**config.mk**
```make
export PLATFORM = sky130hd
export DESIGN_NAME = dcwt_top
export DESIGN_NICKNAME = d
export VERILOG_FILES = /design/src/logic/dcwt_pkg.sv /design/src/logic/dcwt_fifo.sv /design/src/logic/dcwt_top.sv
export SDC_FILE = /design/constraint.sdc
export NUM_CORES = 1
export LEC_CHECK = 0
export ABC_AREA = 1
export BUFFER_PORTS_ARGS = -buffer_cell sky130_fd_sc_hd__buf_2
export CORE_UTILIZATION = 60
export CTS_CLUSTER_DIAMETER = 200
export CTS_CLUSTER_SIZE = 20
export DETAILED_ROUTE_END_ITERATION = 8
export HOLD_SLACK_MARGIN = 0.02
export PLACE_DENSITY = 0.8
export SLEW_MARGIN = 20
export SYNTH_ARGS = -nofsm -noshare
export SYNTH_HDL_FRONTEND = slang
export SYNTH_SLANG_ARGS = --single-unit
```
**constraint.sdc**
```tcl
create_clock -name clk_sys -period 3.3 [get_ports clk_sys]
set_input_delay 0.66 -clock clk_sys [delete_from_list [all_inputs] [get_ports clk_sys]]
set_output_delay 0.66 -clock clk_sys [all_outputs]
set_load 0.05 [all_outputs]
```
**src/logic/dcwt_pkg.sv**
```systemverilog
package dcwt_pkg;
  localparam int unsigned WORD_W = 18;
  localparam int unsigned DEV_W = 8;
  localparam int unsigned FIFO_DEPTH = 16;
  localparam logic [17:0] ADDR_RST = 18'h00000;
  localparam logic [17:0] WC_RST = 18'h00000;
  localparam logic [17:0] CMD_RST = 18'h00000;
  // Command word field positions
  localparam int unsigned CMD_GO_BIT = 0;
  localparam int unsigned CMD_DIR_BIT = 1;
  localparam int unsigned CMD_MULTI_BIT = 2;
  localparam int unsigned CMD_UNIT_LSB = 3;
  localparam int unsigned CMD_UNIT_W = 3;
  localparam int unsigned CMD_OP_LSB = 6;
  localparam int unsigned CMD_OP_W = 3;
  // Status word field positions
  localparam int unsigned ST_DONE_BIT = 0;
  localparam int unsigned ST_BUSY_BIT = 1;
  localparam int unsigned ST_DIR_BIT = 2;
  localparam int unsigned ST_UNIT_LSB = 3;

  typedef struct packed {
    logic [WORD_W-1:0] addr;
    logic [WORD_W-1:0] data;
    logic wr;
  } dcwt_mem_req_t;

  typedef enum logic [1:0] {
    DCWT_IDLE,
    DCWT_REQ,
    DCWT_XFER,
    DCWT_DONE
  } dcwt_state_t;
endpackage : dcwt_pkg

```
**src/logic/dcwt_fifo.sv**
```systemverilog
`timescale 1ns/1ps
`default_nettype none
module dcwt_fifo #(
  parameter int unsigned WIDTH = 18,
  parameter int unsigned DEPTH = 16
) (
  // Clock and reset
  input wire logic clk_sys,
  input wire logic rst,
  // Fill side
  input wire logic in_valid,
  output logic in_ready,
  input wire logic [WIDTH-1:0] in_data,
  // Drain side
  output logic out_valid,
  input wire logic out_ready,
  output logic [WIDTH-1:0] out_data
);
  localparam int unsigned AW = $clog2(DEPTH);
  logic [WIDTH-1:0] mem_q [DEPTH];
  logic [AW-1:0] wp_q, wp_d, rp_q, rp_d;
  logic [AW:0] cnt_q, cnt_d;
  logic push, pop;

  assign in_ready = cnt_q < (AW+1)'(DEPTH);
  assign out_valid = cnt_q != '0;
  assign out_data = mem_q[rp_q];
  assign push = in_valid && in_ready;
  assign pop = out_valid && out_ready;

  always_comb begin
    wp_d = push ? wp_q + 1'b1 : wp_q;
    rp_d = pop ? rp_q + 1'b1 : rp_q;
    cnt_d = cnt_q + (AW+1)'(push) - (AW+1)'(pop);
  end

  always_ff @(posedge clk_sys or posedge rst) begin
    if (rst) begin
      wp_q <= '0;
      rp_q <= '0;
      cnt_q <= '0;
    end else begin
      wp_q <= wp_d;
      rp_q <= rp_d;
      cnt_q <= cnt_d;
    end
  end

  // Storage carries no reset; contents are only read while counted valid
  always_ff @(posedge clk_sys) begin
    if (push) begin
      mem_q[wp_q] <= in_data;
    end
  end
endmodule : dcwt_fifo
`default_nettype wire

```
**src/logic/dcwt_top.sv**
```systemverilog
`timescale 1ns/1ps
`default_nettype none
module dcwt_top #(
  parameter int unsigned WORD_W = dcwt_pkg::WORD_W,
  parameter int unsigned DEPTH = dcwt_pkg::FIFO_DEPTH,
  parameter logic [dcwt_pkg::DEV_W-1:0] DEV_NUM = 8'h2a // Arbitrary device number
) (
  // Clock and reset
  input wire logic clk_sys,
  input wire logic rst,
  // Program-controlled loads
  input wire logic addr_load,
  input wire logic wc_load,
  input wire logic cmd_load,
  input wire logic [WORD_W-1:0] prog_data,
  input wire logic done_clr,
  input wire logic status_rd,
  output logic [WORD_W-1:0] status_word,
  output logic status_valid,
  output logic attn_req,
  // Priority chain (pin input and outputs)
  input wire logic enable_in,
  output logic enable_out,
  output logic [dcwt_pkg::DEV_W-1:0] dev_num_out,
  // Memory port
  output logic mem_valid,
  input wire logic mem_ready,
  output dcwt_pkg::dcwt_mem_req_t mem_req,
  input wire logic mem_rd_valid,
  input wire logic [WORD_W-1:0] mem_rd_data,
  // Peripheral stream, output direction
  output logic per_out_valid,
  input wire logic per_out_ready,
  output logic [WORD_W-1:0] per_out_data,
  // Peripheral stream, input direction
  input wire logic per_in_valid,
  output logic per_in_ready,
  input wire logic [WORD_W-1:0] per_in_data
);
  // ----------------------------------------------------------------
  // Registers
  // ----------------------------------------------------------------
  dcwt_pkg::dcwt_state_t st_q, st_d;
  logic [WORD_W-1:0] addr_q, addr_d, wc_q, wc_d, cmd_q, cmd_d;
  logic done_q, done_d, en_s1_q, en_s2_q, rd_pend_q, rd_pend_d;
  logic [WORD_W-1:0] stat_q, stat_d;
  logic stat_v_q, stat_v_d;
  logic dir_in, word_done, wc_ovf, f_in_valid, f_in_ready, f_out_valid, f_out_ready;
  logic [WORD_W-1:0] f_in_data, f_out_data;
  // Input words taken, counted like the word count: a peripheral that offers
  // extra words cannot strand them in the buffer and stall the block
  logic [WORD_W-1:0] in_cnt_q, in_cnt_d;
  logic in_full_q, in_full_d, in_open;

  assign dir_in = cmd_q[dcwt_pkg::CMD_DIR_BIT];
  assign wc_ovf = &wc_q; // Next increment wraps to zero

  // ----------------------------------------------------------------
  // Data buffer: memory-to-peripheral or peripheral-to-memory
  // ----------------------------------------------------------------
  // Output: memory read data fills, peripheral drains
  // Input: peripheral fills, memory write drains
  assign in_open = dir_in && f_in_ready && !in_full_q &&
    (st_q == dcwt_pkg::DCWT_REQ || st_q == dcwt_pkg::DCWT_XFER);
  assign f_in_valid = dir_in ? (per_in_valid && in_open) : mem_rd_valid;
  assign f_in_data = dir_in ? per_in_data : mem_rd_data;
  assign per_in_ready = in_open;
  assign per_out_valid = !dir_in && f_out_valid;
  assign per_out_data = f_out_data;
  assign f_out_ready = dir_in ? (st_q == dcwt_pkg::DCWT_XFER && mem_ready) : per_out_ready;

  dcwt_fifo #(.WIDTH(WORD_W), .DEPTH(DEPTH)) u_fifo (
    .clk_sys(clk_sys),
    .rst(rst),
    .in_valid(f_in_valid),
    .in_ready(f_in_ready),
    .in_data(f_in_data),
    .out_valid(f_out_valid),
    .out_ready(f_out_ready),
    .out_data(f_out_data)
  );

  // Reads wait for buffer room so returned data is never dropped
  assign mem_valid = st_q == dcwt_pkg::DCWT_XFER &&
    (dir_in ? f_out_valid : (f_in_ready && !rd_pend_q));
  // Reads carry zero data, so a stalled read request shows no moving field
  always_comb begin
    mem_req.addr = addr_q;
    mem_req.data = dir_in ? f_out_data : '0;
    mem_req.wr = dir_in;
  end
  assign word_done = mem_valid && mem_ready;

  // ----------------------------------------------------------------
  // Priority chain and device number
  // ----------------------------------------------------------------
  always_ff @(posedge clk_sys or posedge rst) begin
    if (rst) begin
      en_s1_q <= 1'b0;
      en_s2_q <= 1'b0;
    end else begin
      en_s1_q <= enable_in;
      en_s2_q <= en_s1_q;
    end
  end
  assign enable_out = en_s2_q && st_q != dcwt_pkg::DCWT_REQ && st_q != dcwt_pkg::DCWT_XFER;
  assign dev_num_out = (cmd_q[dcwt_pkg::CMD_MULTI_BIT] && st_q == dcwt_pkg::DCWT_XFER) ?
    DEV_NUM : '0;

  // ----------------------------------------------------------------
  // Transfer sequencing
  // ----------------------------------------------------------------
  always_comb begin
    st_d = st_q;
    addr_d = addr_q;
    wc_d = wc_q;
    cmd_d = cmd_q;
    done_d = done_q;
    rd_pend_d = rd_pend_q;
    in_cnt_d = in_cnt_q;
    in_full_d = in_full_q;
    if (addr_load && st_q == dcwt_pkg::DCWT_IDLE) addr_d = prog_data;
    if (wc_load && st_q == dcwt_pkg::DCWT_IDLE) begin
      wc_d = prog_data;
      in_cnt_d = prog_data;
      in_full_d = 1'b0;
    end
    if (per_in_valid && in_open) begin
      in_cnt_d = in_cnt_q + 1'b1;
      if (&in_cnt_q) in_full_d = 1'b1;
    end
    if (cmd_load && st_q == dcwt_pkg::DCWT_IDLE) cmd_d = prog_data;
    if (!dir_in && word_done) rd_pend_d = 1'b1;
    if (mem_rd_valid) rd_pend_d = 1'b0;
    if (done_clr) done_d = 1'b0;
    case (st_q)
      dcwt_pkg::DCWT_IDLE: begin
        if (cmd_load && prog_data[dcwt_pkg::CMD_GO_BIT]) st_d = dcwt_pkg::DCWT_REQ;
      end
      dcwt_pkg::DCWT_REQ: begin
        if (en_s2_q) st_d = dcwt_pkg::DCWT_XFER;
      end
      dcwt_pkg::DCWT_XFER: begin
        if (word_done) begin
          addr_d = addr_q + 1'b1;
          wc_d = wc_q + 1'b1;
          if (wc_ovf) st_d = dcwt_pkg::DCWT_DONE;
        end
      end
      dcwt_pkg::DCWT_DONE: begin
        // Wait for the last read word to leave the buffer before flagging
        if (!rd_pend_q && !f_out_valid) begin
          done_d = 1'b1; // Set beats a same-cycle clear
          st_d = dcwt_pkg::DCWT_IDLE;
        end
      end
      default: st_d = dcwt_pkg::DCWT_IDLE;
    endcase
  end

  always_ff @(posedge clk_sys or posedge rst) begin
    if (rst) begin
      st_q <= dcwt_pkg::DCWT_IDLE;
      addr_q <= dcwt_pkg::ADDR_RST;
      wc_q <= dcwt_pkg::WC_RST;
      cmd_q <= dcwt_pkg::CMD_RST;
      done_q <= 1'b0;
      rd_pend_q <= 1'b0;
      in_cnt_q <= dcwt_pkg::WC_RST;
      in_full_q <= 1'b0;
    end else begin
      st_q <= st_d;
      addr_q <= addr_d;
      wc_q <= wc_d;
      cmd_q <= cmd_d;
      done_q <= done_d;
      rd_pend_q <= rd_pend_d;
      in_cnt_q <= in_cnt_d;
      in_full_q <= in_full_d;
    end
  end

  // ----------------------------------------------------------------
  // Status word
  // ----------------------------------------------------------------
  assign attn_req = done_q;
  always_comb begin
    stat_d = stat_q;
    stat_v_d = 1'b0;
    if (status_rd) begin
      stat_d = '0;
      stat_d[dcwt_pkg::ST_DONE_BIT] = done_q;
      stat_d[dcwt_pkg::ST_BUSY_BIT] = st_q != dcwt_pkg::DCWT_IDLE;
      stat_d[dcwt_pkg::ST_DIR_BIT] = dir_in;
      stat_d[dcwt_pkg::ST_UNIT_LSB +: dcwt_pkg::CMD_UNIT_W] =
        cmd_q[dcwt_pkg::CMD_UNIT_LSB +: dcwt_pkg::CMD_UNIT_W];
      stat_v_d = 1'b1;
    end
  end
  always_ff @(posedge clk_sys or posedge rst) begin
    if (rst) begin
      stat_q <= '0;
      stat_v_q <= 1'b0;
    end else begin
      stat_q <= stat_d;
      stat_v_q <= stat_v_d;
    end
  end
  assign status_word = stat_q;
  assign status_valid = stat_v_q;
endmodule : dcwt_top
`default_nettype wire

```
==> impl_metrics.toml, run 1 <==
[outcome]
outcome = "finished clean"

[final_layout]
syn_to_final_growth_pct = 10.26
nFillCells = 2171
multi_input_area_um2 = 5577
diodes = 0
fin_area_um2 = 19290
seq_area_um2 = 10800
fin_nets = 1995
drive_above_1_share_pct = 12.94

[grt]
gr-usage-met3_pct = 3.188
grt_pass1_wl_mm = 66.56
gr-total-overflow = 0
grt_usage_pct = 28.47
grt_max_degree = 61
grt_pass1_vias = 12686
use_met1_pct = 38.84
top_usage_layer = "met2"
grt.met2_usage_pct = 47.08
antenna_found_initial = 0

[worst_setup_path]
crit_buf_inv = 3
cp-start-kind = "flop"
worstPathRequired_ns = 2.64
path_class = "flop to primary output"
cp_max_fo = 43
crit_chain = "inv_4 -> buf_12 -> nor2_1 -> nor2_1 -> o21ai_1 -> nand3_1 -> nand3_1 -> a21oi_1 -> buf_2"
worst_setup_path_end_kind = "primary output"
reg2regPathDepth = 14
arrival_ns = 2.55
critPathLaunch = "u_fifo.rp_q[0]"
r2r-start = "st_q[0]"
cp_slowest_cell = "dfrtp_4"
cpLargestDelayFamily = "buffers and inverters"
cp.depth = 9
slowest_delay_ns = 0.58

[synthesis]
synth_edf_count = 288
synth_ff_type = "edfxtp_1"
ys_ff_latch = 374
yosysTopAreaCell = "edfxtp_1"
yosys-top-cells-area = "edfxtp_1 (49%), dfrtp_1 (12%), nand2_1 (9.5%)"
netlist.area_leader.share_pct = 49.42
seq_area_frac_synth_pct = 61.72
async_flop_share_pct = 22.99
yosysUniqueCellTypes = 38
ys_top_cells_by_count = "nand2_1 (444), edfxtp_1 (288), nor2_1 (236)"
yosys_warnings = 0
syn_avg_cell_area_um2 = 9.792
syn_inst = 1787
yosysMostFrequentCell = "nand2_1"
syn_area_um2 = 17500

[die]
die-area_um2 = 29850
rows = 62
ios = 153
die_width_um = 172.8
initial_core_util_pct = 60.96
coreArea_um2 = 28700
die_y_um = 172.8

[power_and_ir_drop]
power_density_nw_per_um2 = 993.5
comb_power_share_pct = 50.1
p_leak_nw = 8.016
p_switching_mw = 9.103
p_seq_share_pct = 35.5
internal-power_mw = 10.06
ir_drop_v = 0.0006275
p_sw_share_pct = 47.49
p_total_mw = 19.17
p_clk_share_pct = 14.4

[timing]
hold_violations = 0
fmax_mhz = 311.3
drv_slew = 0
rsz0062_at_grt = "true"
skew_ns = 0.01546
worst_slew_pin_slew_ns = 1.018
min_period_ns = 3.212
slew_headroom_pct = 31.95
timing.final.crit_share_pct = 97.33
tns_ns = 0
setup_ws_ns = 0.08806
finalSetupViolCount = 0

[min_path]
min_path_type = "primary input to async pin"

[detailed_routing]
first_pass_iters = 6
ant_nets = 0
drt_iter0_drc = 1602
drt-total-wl_mm = 42.71
vias = 13359
drc = 0
wl_per_cell_um = 18.50
via_per_inst = 5.786

[placement]
placed_cell_area_um2 = 18590
portBuffers = 135
gp_congestion = 0.9004
preCtsSetupSlack_ns = 0.5491
place.detailed.hpwl_mm = 27.70

[job]
cap_violations = 0

[clock_tree]
clk_pin_slew_ns = 0.08
ctsRootBufferMaster = "clkbuf_16"
holdBufCountCts = 0
htreeDepth = 1
clock_path_buffers = 3
worstSkewPairLatency_ns = 0.54
cts_tree = "built"
cts_buffers = 22
cts.sinks = 374
logic make-up after synthesis:
kind of cell | synth area share (%)
simple gates | 20.15
xor+xnor | 1.552
fa+ha+maj | 1.402
mux | 0.1931
buf+inv | 7.000
flops | 61.72
other cells | 0.02143
compound gates | 7.959
flip-flops by register name, indices dropped and copies added (netlist names), 2 cells and up:
signal / count
u_fifo.cnt_q: 5
addr_q: 18
wc_q: 18
u_fifo.wp_q: 4
cmd_q: 5
u_fifo.rp_q: 4
in_cnt_q: 18
status_word: 6
st_q: 2
u_fifo.mem_q: 288
power by group through the flow:
stage	registers, mW	clock network, mW	logic (mW)
floorplan	7.18	0	6.81
global placement	6.89	0	9.12
detailed placement	6.91	0	9.37
CTS	6.81	2.80	9.41
global route	6.89	2.95	10.4
finish	6.81	2.76	9.59
worst paths after layout:
kind | to | slack, ns
setup / recovery | mem_req[4] | 0.09
hold / removal | attn_req | 0.22
setup reg to reg | u_fifo.cnt_q[4] | 0.51
hold reg to reg | en_s2_q | 0.36
max in group asynchronous | u_fifo.rp_q[0] | 2.36
min in group clk_sys | en_s1_q | 0.24
through the flow:
| step | instances | hold slack, ns | utilization [%] |
|---|---|---|---|
| 5_1_grt | 2309 | 0.2187 | 67.22 |
| 2_1_floorplan | 1803 | 0.3312 | - |
| 3_5_place_dp | 2267 | 0.3464 | 64.75 |
| 6_report | 2309 | 0.2201 | 67.22 |
| 3_3_place_gp | 2267 | 0.3313 | 64.75 |
| 4_1_cts | 2306 | 0.2219 | 66.98 |
timing repair:
action,in CTS,in global routing
setup buffers,0,3
endpoints found under the setup margin,0,21
gates resized for setup,0,10
layer usage:
metal  routed length [um]  vias up
met3                 3068      121
met1                17510     6426
met4                 1640        0
met2                20500      618
met5                    0        -
li1                     -     6194
layout by cell type, fill, tap and decap left out, drive strengths merged, types with 17 or more instances in the layout:
cell type  instances
nand2            445
edfxtp           288
nor2             239
buf              179
nand3            155
o21ai            147
inv              142
dfrtp             86
o211ai            59
clkbuf            44
a21oi             36
xor2              29
ha                18
conb              17
area by class of cell:
class,count,area share [%]
timing repair buffer,185,6.440
clock buffer,38,3.275
clock inverter,1,0.04540
tap,384,2.490
sequential,374,56.00
inverter,145,2.847
multi-input combinational,1182,28.90
(Power assumes the default switching activity.)
==> inputs of run 2 (changes only) <==
Settings changed: CORE_ASPECT_RATIO from default to 1.4, CORE_UTILIZATION 60 to 56, CTS_BUF_LIST from default to sky130_fd_sc_hd__clkbuf_4, PLACE_DENSITY 0.8 to 0.79.
Clock period 3.3 ns to 2.8 ns, I/O delays scaled along.
==> run 2 against run 1 <==
The run now ends with negative setup slack left. Non-clock buffer count rose by 40. Register-to-register slack got worse by 0.31 ns. Highest routed layer unchanged. Critical path depth did not move. Largest cell class unchanged. Wire length rose by 15%. Final area rose by 5.7%. Clock-buffer cell count rose by 1.
==> impl_metrics.toml, run 2 (synthesis results as in run 1) <==
[final_layout]
drive_above_1_share_pct = 19.93
fin_area_um2 = 20390
nFillCells = 2244
multi_input_area_um2 = 6018
syn_to_final_growth_pct = 16.53
regMostFlops = "u_fifo.mem_q"
largest_reg_flops = 288
final_common_cell = "nand2_1"
seq_area_um2 = 10810
fin_nets = 2036
final_cell_mix = "nand2_1 (423), edfxtp_1 (288), nor2_1 (208)"

[clock_tree]
clk_pin_slew_ns = 0.21
ctsRootBufferMaster = "clkbuf_4"
clock_path_buffers = 3
worstSkewPairLatency_ns = 0.79
cts.sinks = 374
cts_tree = "built"
cts_buffers = 22
htreeDepth = 1

[die]
coreArea_um2 = 30710
die_y_um = 211.2
initial_core_util_pct = 56.97
rows = 76
die-area_um2 = 31970
die_width_um = 151.4
ios = 153

[timing]
slew_headroom_pct = 52.39
timing.final.crit_share_pct = 118.6
min_period_ns = 3.322
drv_slew = 0
rsz0062_at_grt = "true"
finalSetupViolCount = 36
worst_slew_pin_slew_ns = 0.7125
skew_ns = 0.05206
setup_ws_ns = -0.5221
hold_violations = 0
worst_hold_slack_ns = 0.07087
fmax_mhz = 301.0

[outcome]
outcome = "complete, but fails checks"
failed_checks = "negative setup slack"

[grt]
use_met1_pct = 38.21
antenna_found_initial = 1
gr-total-overflow = 0
top_usage_layer = "met2"
grt_max_degree = 90
grt_pass1_vias = 13322
gr-usage-met3_pct = 4.147
grt.met2_usage_pct = 52.13
grt_pass1_wl_mm = 72.88
grt_usage_pct = 30.27

[detailed_routing]
drt-total-wl_mm = 49.00
ant_nets = 0
drc = 0
drt_iter0_drc = 1607
first_pass_iters = 5
via_per_inst = 5.920
wl_per_cell_um = 20.78
vias = 13959

[worst_setup_path]
slowest_delay_ns = 0.56
path_class = "flop to primary output"
crit_buf_inv = 4
crit_chain = "buf_12 -> buf_12 -> clkbuf_16 -> nand2_4 -> o211ai_1 -> nand3_1 -> nand3_2 -> a21oi_4 -> buf_6"
cp_max_fo = 6
reg2regPathDepth = 15
path_common_cell = "buf_12"
reg2reg_slack_ns = 0.20
worstPathRequired_ns = 2.24
cp-start-kind = "flop"
cp_slowest_cell = "dfrtp_4"
rr_endpoint = "u_fifo.cnt_q[4]"
worst_setup_path_end_kind = "primary output"
cpLargestDelayFamily = "buffers and inverters"
r2r-start = "u_fifo.cnt_q[3]"
arrival_ns = 2.76

[power_and_ir_drop]
ir_drop_v = 0.0009722
p_total_mw = 25.05
power_density_nw_per_um2 = 1228
p_leak_nw = 8.439

[min_path]
whs_path_depth = 3
min_path_type = "primary input to flop"
whs_endpoint = "addr_q[7]"
hp-start = "prog_data[7]"

[job]
cap_violations = 0

[placement]
placed_cell_area_um2 = 18550
gp_congestion = 0.9526
place.detailed.hpwl_mm = 28.45
portBuffers = 135
run 2: cell count changes in the layout (fill, tap and decap cells not counted), moves of 15 or more:
cell,change
a21oi_1,-19
a21oi_2,+15
buf_2,-33
buf_6,+29
clkbuf_1,-15
clkbuf_16,-16
clkbuf_4,+34
nand2_1,-21
nand2_2,+16
nand3_1,-34
nand3_2,+30
run 2: worst max-delay path by stage:
stage | from | endpoint | slack (ns) | depth (start not counted)
floorplan | rst | addr_q[0] | 0.02 | 1
finish | u_fifo.rp_q[0] | mem_req[2] | -0.52 | 9
global placement | mem_ready | u_fifo.cnt_q[4] | 0.27 | 13
global route | u_fifo.rp_q[0] | mem_req[2] | -0.57 | 9
CTS | u_fifo.rp_q[0] | mem_req[17] | -0.37 | 9
detailed placement | st_q[0] | u_fifo.cnt_q[4] | 0.09 | 14
run 2: repair_timing:
item / in CTS / in global routing
setup endpoints to repair: 37 / 40
hold buffers: 5 / 0
cloned: 13 / 8
gates resized for setup: 138 / 96
buffers inserted: 13 / 4
hold endpoints to repair: 32 / 0
pin swaps: 31 / 45
run 2: tightest hold or removal path, delay by kind of cell:
kind / cells / cell delay, ns
compound gates: 2 / 0.16
buf+inv: 1 / 0.10
run 2: area by class of cell:
cell class	instances	area share (%)
clock buffer	39	1.436
clock inverter	1	0.04295
sequential	374	52.99
tap	390	2.393
timing repair inverter	1	0.04295
multi-input combinational	1182	29.51
antenna	1	0.01227
timing repair buffer	225	10.82
inverter	145	2.749
run 2: per-stage QoR:
| step | TNS (ns) | util, % | worst slack [ns] | instances |
|---|---|---|---|---|
| floorplan | 0 | - | 0.01815 | 1803 |
| detailed placement | 0 | 60.38 | 0.09220 | 2275 |
| finish | -12.66 | 66.39 | -0.5221 | 2358 |
| CTS | -11.30 | 64.63 | -0.3748 | 2346 |
| global placement | 0 | 60.38 | 0.2741 | 2275 |
| global route | -15.47 | 66.39 | -0.5687 | 2358 |
run 2: power by group:
part / switching [mW] / internal (mW) / total [mW] / leakage (nW)
combinational: 9.74 / 5.02 / 14.8 / 4.62
sequential: 0.703 / 7.32 / 8.03 / 3.64
clock: 1.64 / 0.624 / 2.27 / 0.184
total: 12.1 / 13.0 / 25.0 / 8.44
run 2: layer usage:
layer	vias up	part of all wire, %
met5	-	0
met4	0	3.9
met3	149	9.4
met2	839	51
met1	6675	36
li1	6296	-
==> inputs of run 3 (changes only) <==
Settings changed: CORE_UTILIZATION 56 to 54, CTS_BUF_LIST sky130_fd_sc_hd__clkbuf_4 to default, PLACE_DENSITY 0.79 to 0.76.
==> run 3 against run 2 <==
The flow still finishes with violations (negative setup slack). Wire length decreased by 0.28%. Critical path depth is 2 higher. Clock skew down 0.031 ns. Core utilization down 1.9 points. Die area increased by 3.7%. Register-to-register slack hardly changed. Critical endpoint is now mem_req[3]. Highest routed layer unchanged.
==> impl_metrics.toml, run 3 (synthesis results as in run 1) <==
[final_layout]
final_cell_mix = "nand2_1 (434), edfxtp_1 (288), nor2_1 (216)"
fin_nets = 2029
multi_input_area_um2 = 5867
seq_area_um2 = 10800
syn_to_final_growth_pct = 16.80
fin_util_pct = 64.48
drive_above_1_share_pct = 17.76
regMostFlops = "u_fifo.mem_q"
largest_reg_flops = 288
diodes = 0
fin_area_um2 = 20440
nFillCells = 2397
final_common_cell = "nand2_1"

[timing]
slew_headroom_pct = 48.85
worst_hold_slack_ns = 0.1032
timing.final.crit_share_pct = 103.4
min_period_ns = 2.896
skew_ns = 0.02144
worst_slew_pin_slew_ns = 0.7654
fmax_mhz = 345.4
hold_violations = 0
setup_ws_ns = -0.09554
drv_slew = 0
finalSetupViolCount = 18
rsz0062_at_grt = "true"

[die]
initial_core_util_pct = 55.20
ios = 153
rows = 77
die-area_um2 = 33140
die_y_um = 215.0
coreArea_um2 = 31700
die_width_um = 154.1

[worst_setup_path]
crit_chain = "buf_6 -> clkinv_8 -> buf_12 -> buf_16 -> nor2_4 -> nor2_1 -> o21ai_1 -> nand3_1 -> nand3_2 -> a21oi_2 -> buf_6"
path_common_cell = "buf_6"
cp_max_fo = 6
cp-start-kind = "flop"
worstPathRequired_ns = 2.24
reg2reg_slack_ns = 0.20
slowest_delay_ns = 0.51
arrival_ns = 2.34
cp_slowest_cell = "dfrtp_4"
rr_endpoint = "u_fifo.cnt_q[4]"
r2r-start = "st_q[0]"
worst_setup_path_end_kind = "primary output"
reg2regPathDepth = 14
path_class = "flop to primary output"

[min_path]
min_path_type = "primary input to async pin"

[grt]
gr-total-overflow = 0
grt_pass1_wl_mm = 73.60
antenna_found_initial = 0
grt_usage_pct = 29.03
grt_max_degree = 39
grt_pass1_vias = 13387

[placement]
preCtsSetupSlack_ns = 0.1005
gp_congestion = 0.9314
place.detailed.hpwl_mm = 30.26
portBuffers = 135
placed_cell_area_um2 = 18650

[detailed_routing]
drt-total-wl_mm = 48.86
wl_per_cell_um = 20.75
drc = 0
via_per_inst = 5.794
ant_nets = 0
vias = 13646
first_pass_iters = 5
drt_iter0_drc = 1427

[clock_tree]
holdBufCountCts = 0
cts_buffers = 22
cts_tree = "built"
worstSkewPairLatency_ns = 0.54
cts.sinks = 374
ctsRootBufferMaster = "clkbuf_16"
clk_pin_slew_ns = 0.08
clock_path_buffers = 3
htreeDepth = 1

[power_and_ir_drop]
p_leak_nw = 8.491
p_total_mw = 25.40
power_density_nw_per_um2 = 1243
ir_drop_v = 0.0009113

[outcome]
failed_checks = "negative setup slack"
outcome = "complete, but fails checks"

[job]
cap_violations = 0
-- run 3: cell count changes in the layout (fill, tap and decap cells not counted), sizes merged, moves of 2 or more --
| cell | change |
|---|---|
| buf | -4 |
| inv | -2 |
| dlygate4sd3 | -5 |
| clkinv | +2 |
-- run 3: routing by layer --
metal | wire length, um | global-route usage (%)
met1 | 18020 | 35.64
met2 | 25350 | 52.41
met3 | 3509 | 3.509
met4 | 1984 | 10.27
met5 | 0 | 0
-- run 3: repair_timing --
item	CTS	global route
setup buffers	11	0
gates resized for setup	120	62
pin swaps	27	28
setup endpoints to repair	35	38
cloned	10	7
-- run 3: how the worst max path moves through the flow --
stage	startpoint	endpoint	slack (ns)	cells after the start
floorplan	rst	addr_q[0]	0.02	1
global placement	st_q[0]	u_fifo.cnt_q[4]	0.19	14
detailed placement	st_q[0]	u_fifo.cnt_q[4]	0.10	14
CTS	u_fifo.rp_q[0]	mem_req[3]	-0.05	11
global route	u_fifo.rp_q[0]	mem_req[3]	-0.17	11
finish	u_fifo.rp_q[0]	mem_req[3]	-0.1	11
-- run 3: power breakdown --
| group | internal, mW | leakage [nW] | switching, mW |
|---|---|---|---|
| Combinational | 4.62 | 4.54 | 9.43 |
| Sequential | 7.33 | 3.64 | 0.697 |
| Clock | 1.55 | 0.306 | 1.77 |
| Total | 13.5 | 8.49 | 11.9 |
-- run 3: per-stage QoR --
step                      setup TNS, ns  cells
after global routing             -2.169   2355
after detailed placement              0   2288
after floorplan                       0   1803
after global placement                0   2288
after CTS                       -0.3607   2349
final                           -0.5081   2355
-- run 3: layout make-up --
type | count | share of cell area, %
flip-flops and latches | 374 | 52.87
multi-input cells | 1182 | 28.71
repair buffers | 218 | 10.02
clock buffers | 39 | 3.110
inverters | 145 | 2.761
well taps | 395 | 2.418
repair inverters | 1 | 0.07959
clock inverters | 1 | 0.04286
-- run 3: critical path, delay by kind of cell, from the launching register on --
kind,cells,cell delay (ns)
AND/OR/NAND/NOR,4,0.34
flip-flops,1,0.51
buffers and inverters,5,0.66
AO/OA/AOI/OAI,2,0.28
